===== src/rtl/e3tf_map.svh =====
// Register indices, field positions, frame layout and reset values of the E3 transmit framer
`ifndef E3TF_MAP_SVH
`define E3TF_MAP_SVH
// ****************************************
// Register indices (byte address = index * 4)
// ****************************************
`define E3TF_IDX_CFG     8'h30
`define E3TF_IDX_STAT    8'h31
`define E3TF_IDX_MA      8'h36
// ****************************************
// Configuration fields
// ****************************************
`define E3TF_CFG_AUTO    0
`define E3TF_CFG_LOSS    1
`define E3TF_CFG_AIS     2
`define E3TF_CFG_DLNR    4
`define E3TF_CFG_WMASK   8'h17
`define E3TF_CFG_RST     8'h00
// ****************************************
// Maintenance byte fields
// ****************************************
`define E3TF_MA_FAR_END_RECEIVE_FAILURE_BIT     7
`define E3TF_MA_FAR_END_BLOCK_ERROR_BIT     6
`define E3TF_MA_RST      8'h10
// ****************************************
// Frame layout, in byte slots
// ****************************************
`define E3TF_FRAME_BYTES 10'd537
`define E3TF_POS_FA1     10'd0
`define E3TF_POS_FA2     10'd1
`define E3TF_POS_EM      10'd60
`define E3TF_POS_TR      10'd120
`define E3TF_POS_MA      10'd180
`define E3TF_POS_NR      10'd240
`define E3TF_POS_GC      10'd300
`define E3TF_FA1_VAL     8'hF6
`define E3TF_FA2_VAL     8'h28
`define E3TF_FILL        8'hFF
`endif


===== src/rtl/e3tf_pkg.sv =====
// Types shared by the E3 transmit framer
package e3tf_pkg;
    // Overhead input port, level signals held by the source
    typedef struct packed {
        logic       maValid;
        logic [5:0] maLow;
        logic       trValid;
        logic [7:0] tr;
        logic       nrValid;
        logic [7:0] nr;
        logic       gcValid;
        logic [7:0] gc;
    } e3tf_oh_s;
    // Receive framer conditions
    typedef struct packed {
        logic los;
        logic ais;
        logic lof;
        logic bipErr;
    } e3tf_rx_s;
    // Framer state
    typedef struct packed {
        logic [7:0]  cfg;
        logic [7:0]  maReg;
        logic [7:0]  actCfg;
        logic [2:0]  bitCnt;
        logic [9:0]  slot;
        logic [7:0]  sh;
        logic [7:0]  bip;
        logic [7:0]  bipPrev;
        logic        febeHold;
        logic        txData;
        logic        txFrame;
        logic        dlTake;
        logic        pready;
        logic        pslverr;
        logic [31:0] prdata;
    } e3tf_state_s;
endpackage : e3tf_pkg


===== src/rtl/e3tf_framer.sv =====
// E3 transmit frame assembler with alarm forcing, payload FIFO and APB registers
// What this block does
// (RQ1) Merge payload, overhead and datalink into frames
// (RQ2) Drive serial frame stream to line interface
// (RQ3) Normal mode uses regular overhead and payload sources
// (RQ4) Alarm-indication force sends unframed all ones
// (RQ5) Loss pattern beats alarm-indication pattern
// (RQ6) Loss force zeroes every overhead byte
// (RQ7) Loss force zeroes payload too
// (RQ8) Loss force overrides all other control bits; dlTake still follows DLNR, AUTO still clears febeHold and the payload FIFO is still drained
// (RQ9) Auto select takes far-end bits from receiver
// (RQ10) Software may set far-end bits instead
// (RQ11) Manual mode copies bits from maintenance register
// (RQ12) Auto failure bit set on LOS, AIS, LOF
// (RQ13) Auto block error bit set on parity error
// (RQ14) Control changes apply at frame boundary only
//
// Local design decision: the APB register port.
`timescale 1ns/1ps
`include "e3tf_map.svh"
// ****************************************
// Payload FIFO
// ****************************************
module e3tf_fifo #(
    parameter int W = 8,
    parameter int D = 4
) (
    // Clock and control
    input  wire logic         clock,
    input  wire logic         rst,
    input  wire logic         ce,
    // Fill side
    input  wire logic         inValid,
    input  wire logic [W-1:0] inData,
    output logic              inReady,
    // Drain side
    output logic              outValid,
    output logic [W-1:0]      outData,
    input  wire logic         outReady
);
    localparam int PW = (D > 1) ? $clog2(D) : 1;
    localparam int CW = $clog2(D + 1);

    typedef struct packed {
        logic [D-1:0][W-1:0] mem;   // Storage words
        logic [PW-1:0]       wp;    // Write pointer
        logic [PW-1:0]       rp;    // Read pointer
        logic [CW-1:0]       cnt;   // Words held
        logic                rdy;   // Registered not-full
    } e3tf_fifo_s;

    e3tf_fifo_s s;
    e3tf_fifo_s nxt_s;
    logic       push;
    logic       pop;

    assign inReady  = s.rdy;
    assign outValid = (s.cnt != '0);
    assign outData  = s.mem[s.rp];

    // Pointer and count update
    always_comb begin
        nxt_s = s;
        push  = inValid && s.rdy;
        pop   = outReady && (s.cnt != '0);
        if (push) begin
            nxt_s.mem[s.wp] = inData;
            nxt_s.wp = (s.wp == PW'(D - 1)) ? '0 : s.wp + 1'b1;
        end
        if (pop) begin
            nxt_s.rp = (s.rp == PW'(D - 1)) ? '0 : s.rp + 1'b1;
        end
        // Count moves only when exactly one side acts
        if (push && !pop) begin
            nxt_s.cnt = s.cnt + 1'b1;
        end else if (pop && !push) begin
            nxt_s.cnt = s.cnt - 1'b1;
        end
        // Ready is a flop so the source sees a clean level
        nxt_s.rdy = (nxt_s.cnt != CW'(D));
    end

    // State register
    always_ff @(posedge clock) begin
        if (rst) begin
            s     <= '0;
            s.rdy <= 1'b1;
        end else if (ce) begin
            s <= nxt_s;
        end
    end
endmodule : e3tf_fifo

// ****************************************
// Transmit framer top
// ****************************************
module e3tf_framer
    import e3tf_pkg::*;
(
    // Clock and control
    input  wire logic        clock,
    input  wire logic        rst,
    input  wire logic        ce,
    // APB slave
    input  wire logic        psel,
    input  wire logic        penable,
    input  wire logic        pwrite,
    input  wire logic [7:0]  paddr,
    input  wire logic [31:0] pwdata,
    output logic [31:0]      prdata,
    output logic             pready,
    output logic             pslverr,
    // Payload byte input
    input  wire logic        plValid,
    input  wire logic [7:0]  plData,
    output logic             plReady,
    // Overhead input and datalink controller
    input  wire e3tf_oh_s    ohIn,
    input  wire logic        dlValid,
    input  wire logic [7:0]  dlData,
    output logic             dlTake,
    // Receive framer conditions
    input  wire e3tf_rx_s    rxCond,
    // Line interface
    output logic             txData,
    output logic             txFrame
);
    e3tf_state_s s;         // All framer state
    e3tf_state_s nxt_s;     // Next state
    logic        fifoValid; // Payload byte available
    logic [7:0]  fifoData;  // Head payload byte
    logic        fifoPop;   // Consume head byte
    logic [7:0]  addrIdx;   // Register index from byte address
    logic        idxOk;     // Address word aligned
    logic        mapped;    // Address hits a register
    logic        setupRd;   // Access cycle awaiting answer
    logic        commit;    // Completing edge of access
    logic [31:0] rdMux;     // Read data selection
    logic        lastBit;   // Final bit of a byte slot
    logic [9:0]  nxtSlot;   // Slot about to start
    logic        boundary;  // Next slot opens a frame
    logic [7:0]  useCfg;    // Control in force for next byte
    logic [7:0]  slotByte;  // Byte for next slot
    logic        isMa;      // Next slot is maintenance byte
    logic        ferfBit;   // Far-end failure bit to send
    logic        febeBit;   // Far-end error bit to send

    // Payload buffer; its ready stalls the payload source
    e3tf_fifo #(
        .W (8),
        .D (4)
    ) u_fifo (
        .clock    (clock),
        .rst      (rst),
        .ce       (ce),
        .inValid  (plValid),
        .inData   (plData),
        .inReady  (plReady),
        .outValid (fifoValid),
        .outData  (fifoData),
        .outReady (fifoPop)
    );

    assign prdata  = s.prdata;
    assign pready  = s.pready;
    assign pslverr = s.pslverr;
    assign dlTake  = s.dlTake;
    assign txData  = s.txData;
    assign txFrame = s.txFrame;

    // ****************************************
    // Bus decode
    // ****************************************
    assign addrIdx = {2'b00, paddr[7:2]};
    assign idxOk   = (paddr[1:0] == 2'b00);
    assign mapped  = idxOk && ((addrIdx == `E3TF_IDX_CFG) || (addrIdx == `E3TF_IDX_MA)
                               || (addrIdx == `E3TF_IDX_STAT));
    assign setupRd = psel && penable && !s.pready;
    assign commit  = psel && penable && s.pready;

    // Read data; reserved bits read as zero
    always_comb begin
        rdMux = '0;
        if (idxOk && addrIdx == `E3TF_IDX_CFG) begin
            rdMux[7:0] = s.cfg;
        end else if (idxOk && addrIdx == `E3TF_IDX_MA) begin
            rdMux[7:0] = s.maReg;
        end else if (idxOk && addrIdx == `E3TF_IDX_STAT) begin
            rdMux[7:0] = {3'b000, s.febeHold, ferfBit, s.actCfg[`E3TF_CFG_AIS],
                          s.actCfg[`E3TF_CFG_LOSS], s.actCfg[`E3TF_CFG_AUTO]};
        end
    end

    // ****************************************
    // Frame sequencing
    // ****************************************
    assign lastBit  = (s.bitCnt == 3'd7);
    assign nxtSlot  = (s.slot == `E3TF_FRAME_BYTES - 10'd1) ? 10'd0 : s.slot + 10'd1;
    assign boundary = lastBit && (nxtSlot == 10'd0);
    // New frame picks up the software control word whole
    assign useCfg   = boundary ? s.cfg : s.actCfg; // RQ14
    assign isMa     = (nxtSlot == `E3TF_POS_MA);

    // Far-end indicators, automatic or from software
    always_comb begin
        if (useCfg[`E3TF_CFG_AUTO]) begin // RQ9
            ferfBit = rxCond.los || rxCond.ais || rxCond.lof; // RQ12
            febeBit = s.febeHold || rxCond.bipErr; // RQ13
        end else begin // RQ10
            ferfBit = s.maReg[`E3TF_MA_FAR_END_RECEIVE_FAILURE_BIT]; // RQ11
            febeBit = s.maReg[`E3TF_MA_FAR_END_BLOCK_ERROR_BIT]; // RQ11
        end
    end

    // Byte selection for the coming slot
    always_comb begin
        fifoPop  = 1'b0;
        slotByte = 8'h00;
        case (nxtSlot)
            `E3TF_POS_FA1: slotByte = `E3TF_FA1_VAL;
            `E3TF_POS_FA2: slotByte = `E3TF_FA2_VAL;
            `E3TF_POS_EM:  slotByte = s.bipPrev;
            `E3TF_POS_TR:  slotByte = ohIn.trValid ? ohIn.tr : 8'h00;
            `E3TF_POS_MA:  slotByte = {ferfBit, febeBit, ohIn.maValid ? ohIn.maLow : s.maReg[5:0]};
            `E3TF_POS_NR: begin
                if (useCfg[`E3TF_CFG_DLNR] && dlValid) begin
                    slotByte = dlData;
                end else begin
                    slotByte = ohIn.nrValid ? ohIn.nr : 8'h00;
                end
            end
            `E3TF_POS_GC: begin
                if (!useCfg[`E3TF_CFG_DLNR] && dlValid) begin
                    slotByte = dlData;
                end else begin
                    slotByte = ohIn.gcValid ? ohIn.gc : 8'h00;
                end
            end
            default: begin
                // Payload; an empty buffer sends filler ones
                fifoPop  = lastBit && fifoValid; // RQ3
                slotByte = fifoValid ? fifoData : `E3TF_FILL; // RQ1
            end
        endcase
        // Loss pattern first, so it masks the all-ones force
        if (useCfg[`E3TF_CFG_LOSS]) begin // RQ8
            slotByte = 8'h00; // RQ6 RQ7 RQ5
        end else if (useCfg[`E3TF_CFG_AIS]) begin
            slotByte = 8'hFF; // RQ4
        end
    end

    // ****************************************
    // Next state
    // ****************************************
    always_comb begin
        nxt_s         = s;
        nxt_s.dlTake  = 1'b0;
        nxt_s.txFrame = 1'b0;
        // Bus answer one cycle into the access phase
        if (setupRd) begin
            nxt_s.pready  = 1'b1;
            nxt_s.prdata  = rdMux;
            nxt_s.pslverr = !mapped;
        end else begin
            nxt_s.pready  = 1'b0;
            nxt_s.pslverr = 1'b0;
        end
        // Writes land on the completing edge only
        if (commit && pwrite && idxOk) begin
            if (addrIdx == `E3TF_IDX_CFG) begin
                nxt_s.cfg = pwdata[7:0] & `E3TF_CFG_WMASK;
            end else if (addrIdx == `E3TF_IDX_MA) begin
                nxt_s.maReg = pwdata[7:0];
            end
        end
        // Serial shifter, MSB first
        nxt_s.bitCnt = s.bitCnt + 3'd1;
        if (lastBit) begin
            nxt_s.slot   = nxtSlot;
            nxt_s.actCfg = useCfg;
            nxt_s.sh     = {slotByte[6:0], 1'b0};
            nxt_s.txData = slotByte[7]; // RQ2
            // Frame marker only exists when framing is sent
            nxt_s.txFrame = boundary && !useCfg[`E3TF_CFG_AIS] && !useCfg[`E3TF_CFG_LOSS];
            nxt_s.dlTake = dlValid && (((nxtSlot == `E3TF_POS_NR) && useCfg[`E3TF_CFG_DLNR])
                           || ((nxtSlot == `E3TF_POS_GC) && !useCfg[`E3TF_CFG_DLNR]));
            // Parity over every byte sent in the frame
            if (boundary) begin
                nxt_s.bipPrev = s.bip;
                nxt_s.bip     = slotByte;
            end else begin
                nxt_s.bip = s.bip ^ slotByte;
            end
        end else begin
            nxt_s.sh     = {s.sh[6:0], 1'b0};
            nxt_s.txData = s.sh[7]; // RQ2
        end
        // Parity error held until carried; a new error wins
        if (rxCond.bipErr) begin
            nxt_s.febeHold = 1'b1; // RQ13
        end else if (lastBit && isMa && useCfg[`E3TF_CFG_AUTO]) begin
            nxt_s.febeHold = 1'b0;
        end
    end

    // State register
    always_ff @(posedge clock) begin
        if (rst) begin
            s        <= '0;
            s.cfg    <= `E3TF_CFG_RST;
            s.actCfg <= `E3TF_CFG_RST;
            s.maReg  <= `E3TF_MA_RST;
            s.slot   <= `E3TF_FRAME_BYTES - 10'd1;
        end else if (ce) begin
            s <= nxt_s;
        end
    end
endmodule : e3tf_framer


===== config.mk =====
export PLATFORM = sky130hd
export DESIGN_NAME = e3tf_framer
export DESIGN_NICKNAME = d
export VERILOG_FILES = /design/src/rtl/e3tf_pkg.sv /design/src/rtl/e3tf_framer.sv
export VERILOG_INCLUDE_DIRS = /design/src /design/src/rtl
export SDC_FILE = /design/constraint.sdc
export NUM_CORES = 1
export LEC_CHECK = 0
export ABC_CLOCK_PERIOD_IN_PS = 4200
export BUFFER_PORTS_ARGS = -buffer_cell sky130_fd_sc_hd__buf_2
export CORE_MARGIN = 2
export CORE_UTILIZATION = 40
export CTS_CLUSTER_DIAMETER = 40
export DETAILED_ROUTE_END_ITERATION = 7
export SETUP_SLACK_MARGIN = 0.15
export SYNTH_ARGS = -nofsm -noshare
export SYNTH_HDL_FRONTEND = slang
export SYNTH_HIERARCHICAL = 1
export SYNTH_SLANG_ARGS = --single-unit

===== constraint.sdc =====
create_clock -name clock -period 4.2 [get_ports clock]
set_clock_uncertainty 0.05 [all_clocks]
set_input_delay 0.84 -clock clock [delete_from_list [all_inputs] [get_ports clock]]
set_output_delay 0.84 -clock clock [all_outputs]
set_load 0.02 [all_outputs]

==> results by group <==
Run status
  – Status: completed

Synthesis
  – Warnings, synthesis: 6
  – Mapped Cells: 763
  – Ys flop type: dfxtp_1
  – EDFF count, synth: 0
  – Sequential area share after synthesis: 0.339
  – Cell Area, Synth: 0.00626 mm2
  – Post-Syn Area per Cell: 8.21 um2
  – FF+latch count, synth: 106
  – Async set-reset flop share out of synthesis: 0
  – Synth cell types: 73

Drt
  – Iter 0 DRT Violations: 387
  – WL per Instance: 16.8 um
  – Routed wire length: 17700 um
  – Via/cell ratio: 5.37
  – Vias: ~5700
  – Initial DRT Pass Iterations: 5
  – Antenna viol nets, final: 0
  – DRC Markers: 0

Floorplan
  – Core region area: 0.0153 mm2
  – I/O pins: 140
  – Starting density of the core: 0.410
  – Die Area: 0.0167 mm2
  – Site Rows: 45
  – Die X: 129 um
  – Die extent in y: between 100 and 150 um

Worst setup path
  – Setup crit start kind: flop
  – Critical-path maximum fanout: 11
  – Arrival time of the worst setup path: 4000 ps
  – CP Class: reg2reg
  – Critical path required time: approximately 4400 ps
  – CP cell instances: ha_1, xor2_1, or4_1, a22oi_2, and3_2, mux2_2, a2111oi_2, a31oi_1, a2111o_1, o21ai_0
  – CP max stage cell: dfxtp_1
  – Worst path max stage delay: 580 ps
  – CP bufs+invs: 0
  – Delay-heaviest family, CP: compound AO/OA/AOI/OAI gates
  – FF-to-FF path depth: 10
  – Total stage count of the critical path: 10
  – Worst setup EP type: flop

Power
  – Leakage power: 2.79 nW
  – Peak VDD IR: about 0.23 mV
  – Pwr dens: 302 mW/mm2

Clock network
  – Clock root buffer: clkbuf_16
  – Clock-pin slew on the worst setup and hold paths: roughly 70 ps
  – Clock sink count: 106
  – Post-CTS Setup Inserts: 0
  – Post-CTS Resized: 0
  – Hold buffer count at cts: 0
  – Clock Path Buffers: 2
  – CTS Buf Count: 9
  – TritonCTS clock tree: built
  – H-tree levels: 3
  – Worst-Skew Late Latency: roughly 350 ps

STA
  – Final Hold Viols: 0
  – Period utilization: 0.897
  – Achievable Freq: 266 MHz
  – Slew Viols, Final: 0
  – Worst slew pin tran: 881 ps
  – Final hold slack: 403 ps
  – Setup_tns: 0 ps
  – Finish-stage setup viols: 0
  – RSZ-0062 raised after global routing: no
  – Slew HR: 0.413
  – Final worst path period need: roughly 3800 ps

Global routing
  – Vias in the first global route: around 5000
  – First-pass GRT wire length: between 20000 and 30000 um
  – Met3 usage: 0.0500
  – Met2 GRT Util: 0.350
  – All-Layer GR Usage: 0.212
  – Largest net degree at the start of global routing: between 80 and 90
  – Gr ovfl total: 0
  – Met1 usage: 0.282
  – GRT busiest layer: met2
  – Initial antenna violation count: 2

Cells and area
  – Layout net count: about 950
  – Commonest cells after routing, fill and taps aside: 113 x nand2_1, 106 x dfxtp_1, 90 x buf_2, 63 x a21oi_1, 62 x nor2_1
  – Leading cell type in the layout, fill and taps excluded: nand2_1
  – Footprint of the multi-input gates: around 0.0037 mm2
  – Share of cells above drive strength 1: 0.199
  – Fill cells: 1542
  – Register area: 0.00212 mm2
  – Area grow syn2layout: 13.9%

Run
  – Max-Cap Viols: 0

Hold path
  – Hold path cells: 2
  – Worst min-delay path class: reg2reg

Place
  – Hpwl dp: between 10000 and 15000 um
  – IO Port Bufs: 91
  – Routability cong.: 0.924
==> per-stage QoR <==
stage / total power, W / util / instances / cell area [um2] / setup WS (ps)
after floorplan: 0.00118 / - / 786 / 6350 / 826
after global routing: 0.00223 / 0.467 / 1051 / 7130 / 186
after detailed placement: 0.00123 / 0.446 / 1035 / 6800 / 390
final: 0.00215 / 0.467 / 1052 / 7130 / 434
after CTS: 0.00217 / 0.467 / 1050 / 7120 / 349
after global placement: 0.00123 / 0.446 / 1035 / 6800 / 410
==> tightest hold or removal path, delay by kind of cell, from the launching register on <==
kind            cells  cell delay, ps
simple gates        1              50
compound gates      1              50
flops               1             310
==> Yosys cell counts, types with 4 or more instances <==
cell type | count | share of area
and2_1 | 8 | 0.0080
xnor2_1 | 8 | 0.011
a222oi_1 | 6 | 0.0096
a2111o_1 | 6 | 0.011
a22o_1 | 9 | 0.013
a21oi_1 | 63 | 0.050
inv_1 | 17 | 0.010
mux4_2 | 8 | 0.029
buf_4 | 35 | 0.042
nand2b_1 | 14 | 0.014
or3_1 | 5 | 0.0050
o2bb2ai_1 | 4 | 0.0056
buf_1 | 4 | 0.0024
o21ai_0 | 19 | 0.015
clkbuf_1 | 22 | 0.013
xor2_1 | 5 | 0.0070
o211ai_1 | 13 | 0.016
or4_1 | 4 | 0.0048
dfxtp_1 | 106 | 0.34
mux2_2 | 5 | 0.0090
mux2i_1 | 31 | 0.050
nor3b_1 | 5 | 0.0060
a31oi_1 | 17 | 0.017
nor2_1 | 62 | 0.037
nand4_1 | 7 | 0.0070
nor3_1 | 16 | 0.013
a211o_1 | 4 | 0.0056
a211oi_1 | 11 | 0.013
and3_1 | 9 | 0.0090
nor2b_1 | 8 | 0.0080
o21ai_1 | 4 | 0.0032
ha_1 | 12 | 0.024
nor4_1 | 4 | 0.0040
or2_2 | 4 | 0.0040
buf_2 | 14 | 0.011
nand2_1 | 113 | 0.068
nand3_1 | 29 | 0.023
==> routing by layer <==
metal / vias up / share of wire
met5: - / 0
met4: 0 / 0.012
met3: 14 / 0.059
met2: 179 / 0.47
met1: 2618 / 0.46
li1: 2840 / -
==> where the power goes <==
group          internal [W]  leakage, nW  switching [W]  total [W]
clock              0.000554        0.162       0.000389   0.000943
combinational     0.0000639         1.77       0.000118   0.000182
sequential          0.00102        0.856     0.00000829    0.00103
total               0.00164         2.79       0.000515    0.00215
==> kinds of logic after synthesis <==
| kind of cell | synth area share |
|---|---|
| XOR/XNOR | 0.0182 |
| buffers and inverters | 0.0859 |
| AO/OA/AOI/OAI | 0.203 |
| adder cells (fa/ha/maj) | 0.0240 |
| AND/OR/NAND/NOR | 0.237 |
| other | 0.000599 |
| multiplexers | 0.0931 |
| flip-flops | 0.339 |
==> path summary, 6_finish.rpt <==
kind,from,to,slack (ps)
max,s[63],s[49],430
max reg2reg,s[63],s[49],430
min,prdata[6],prdata[6],400
min reg2reg,prdata[6],prdata[6],400
==> area by class of cell <==
cell class	count	share of cell area
multi-input cells	583	0.517
flip-flops and latches	106	0.298
repair buffers	118	0.0926
well taps	211	0.0370
clock buffers	11	0.0354
clock inverters	4	0.0104
inverters	17	0.00895
diodes	2	0.000702
==> registers in the layout, summed over array words and instances (netlist names) <==
register,count
s,53
pslverr,1
txData,1
pready,1
txFrame,1
u_fifo/s,39
prdata,8
dlTake,1
u_fifo/inReady,1
(Power assumes the default switching activity.)
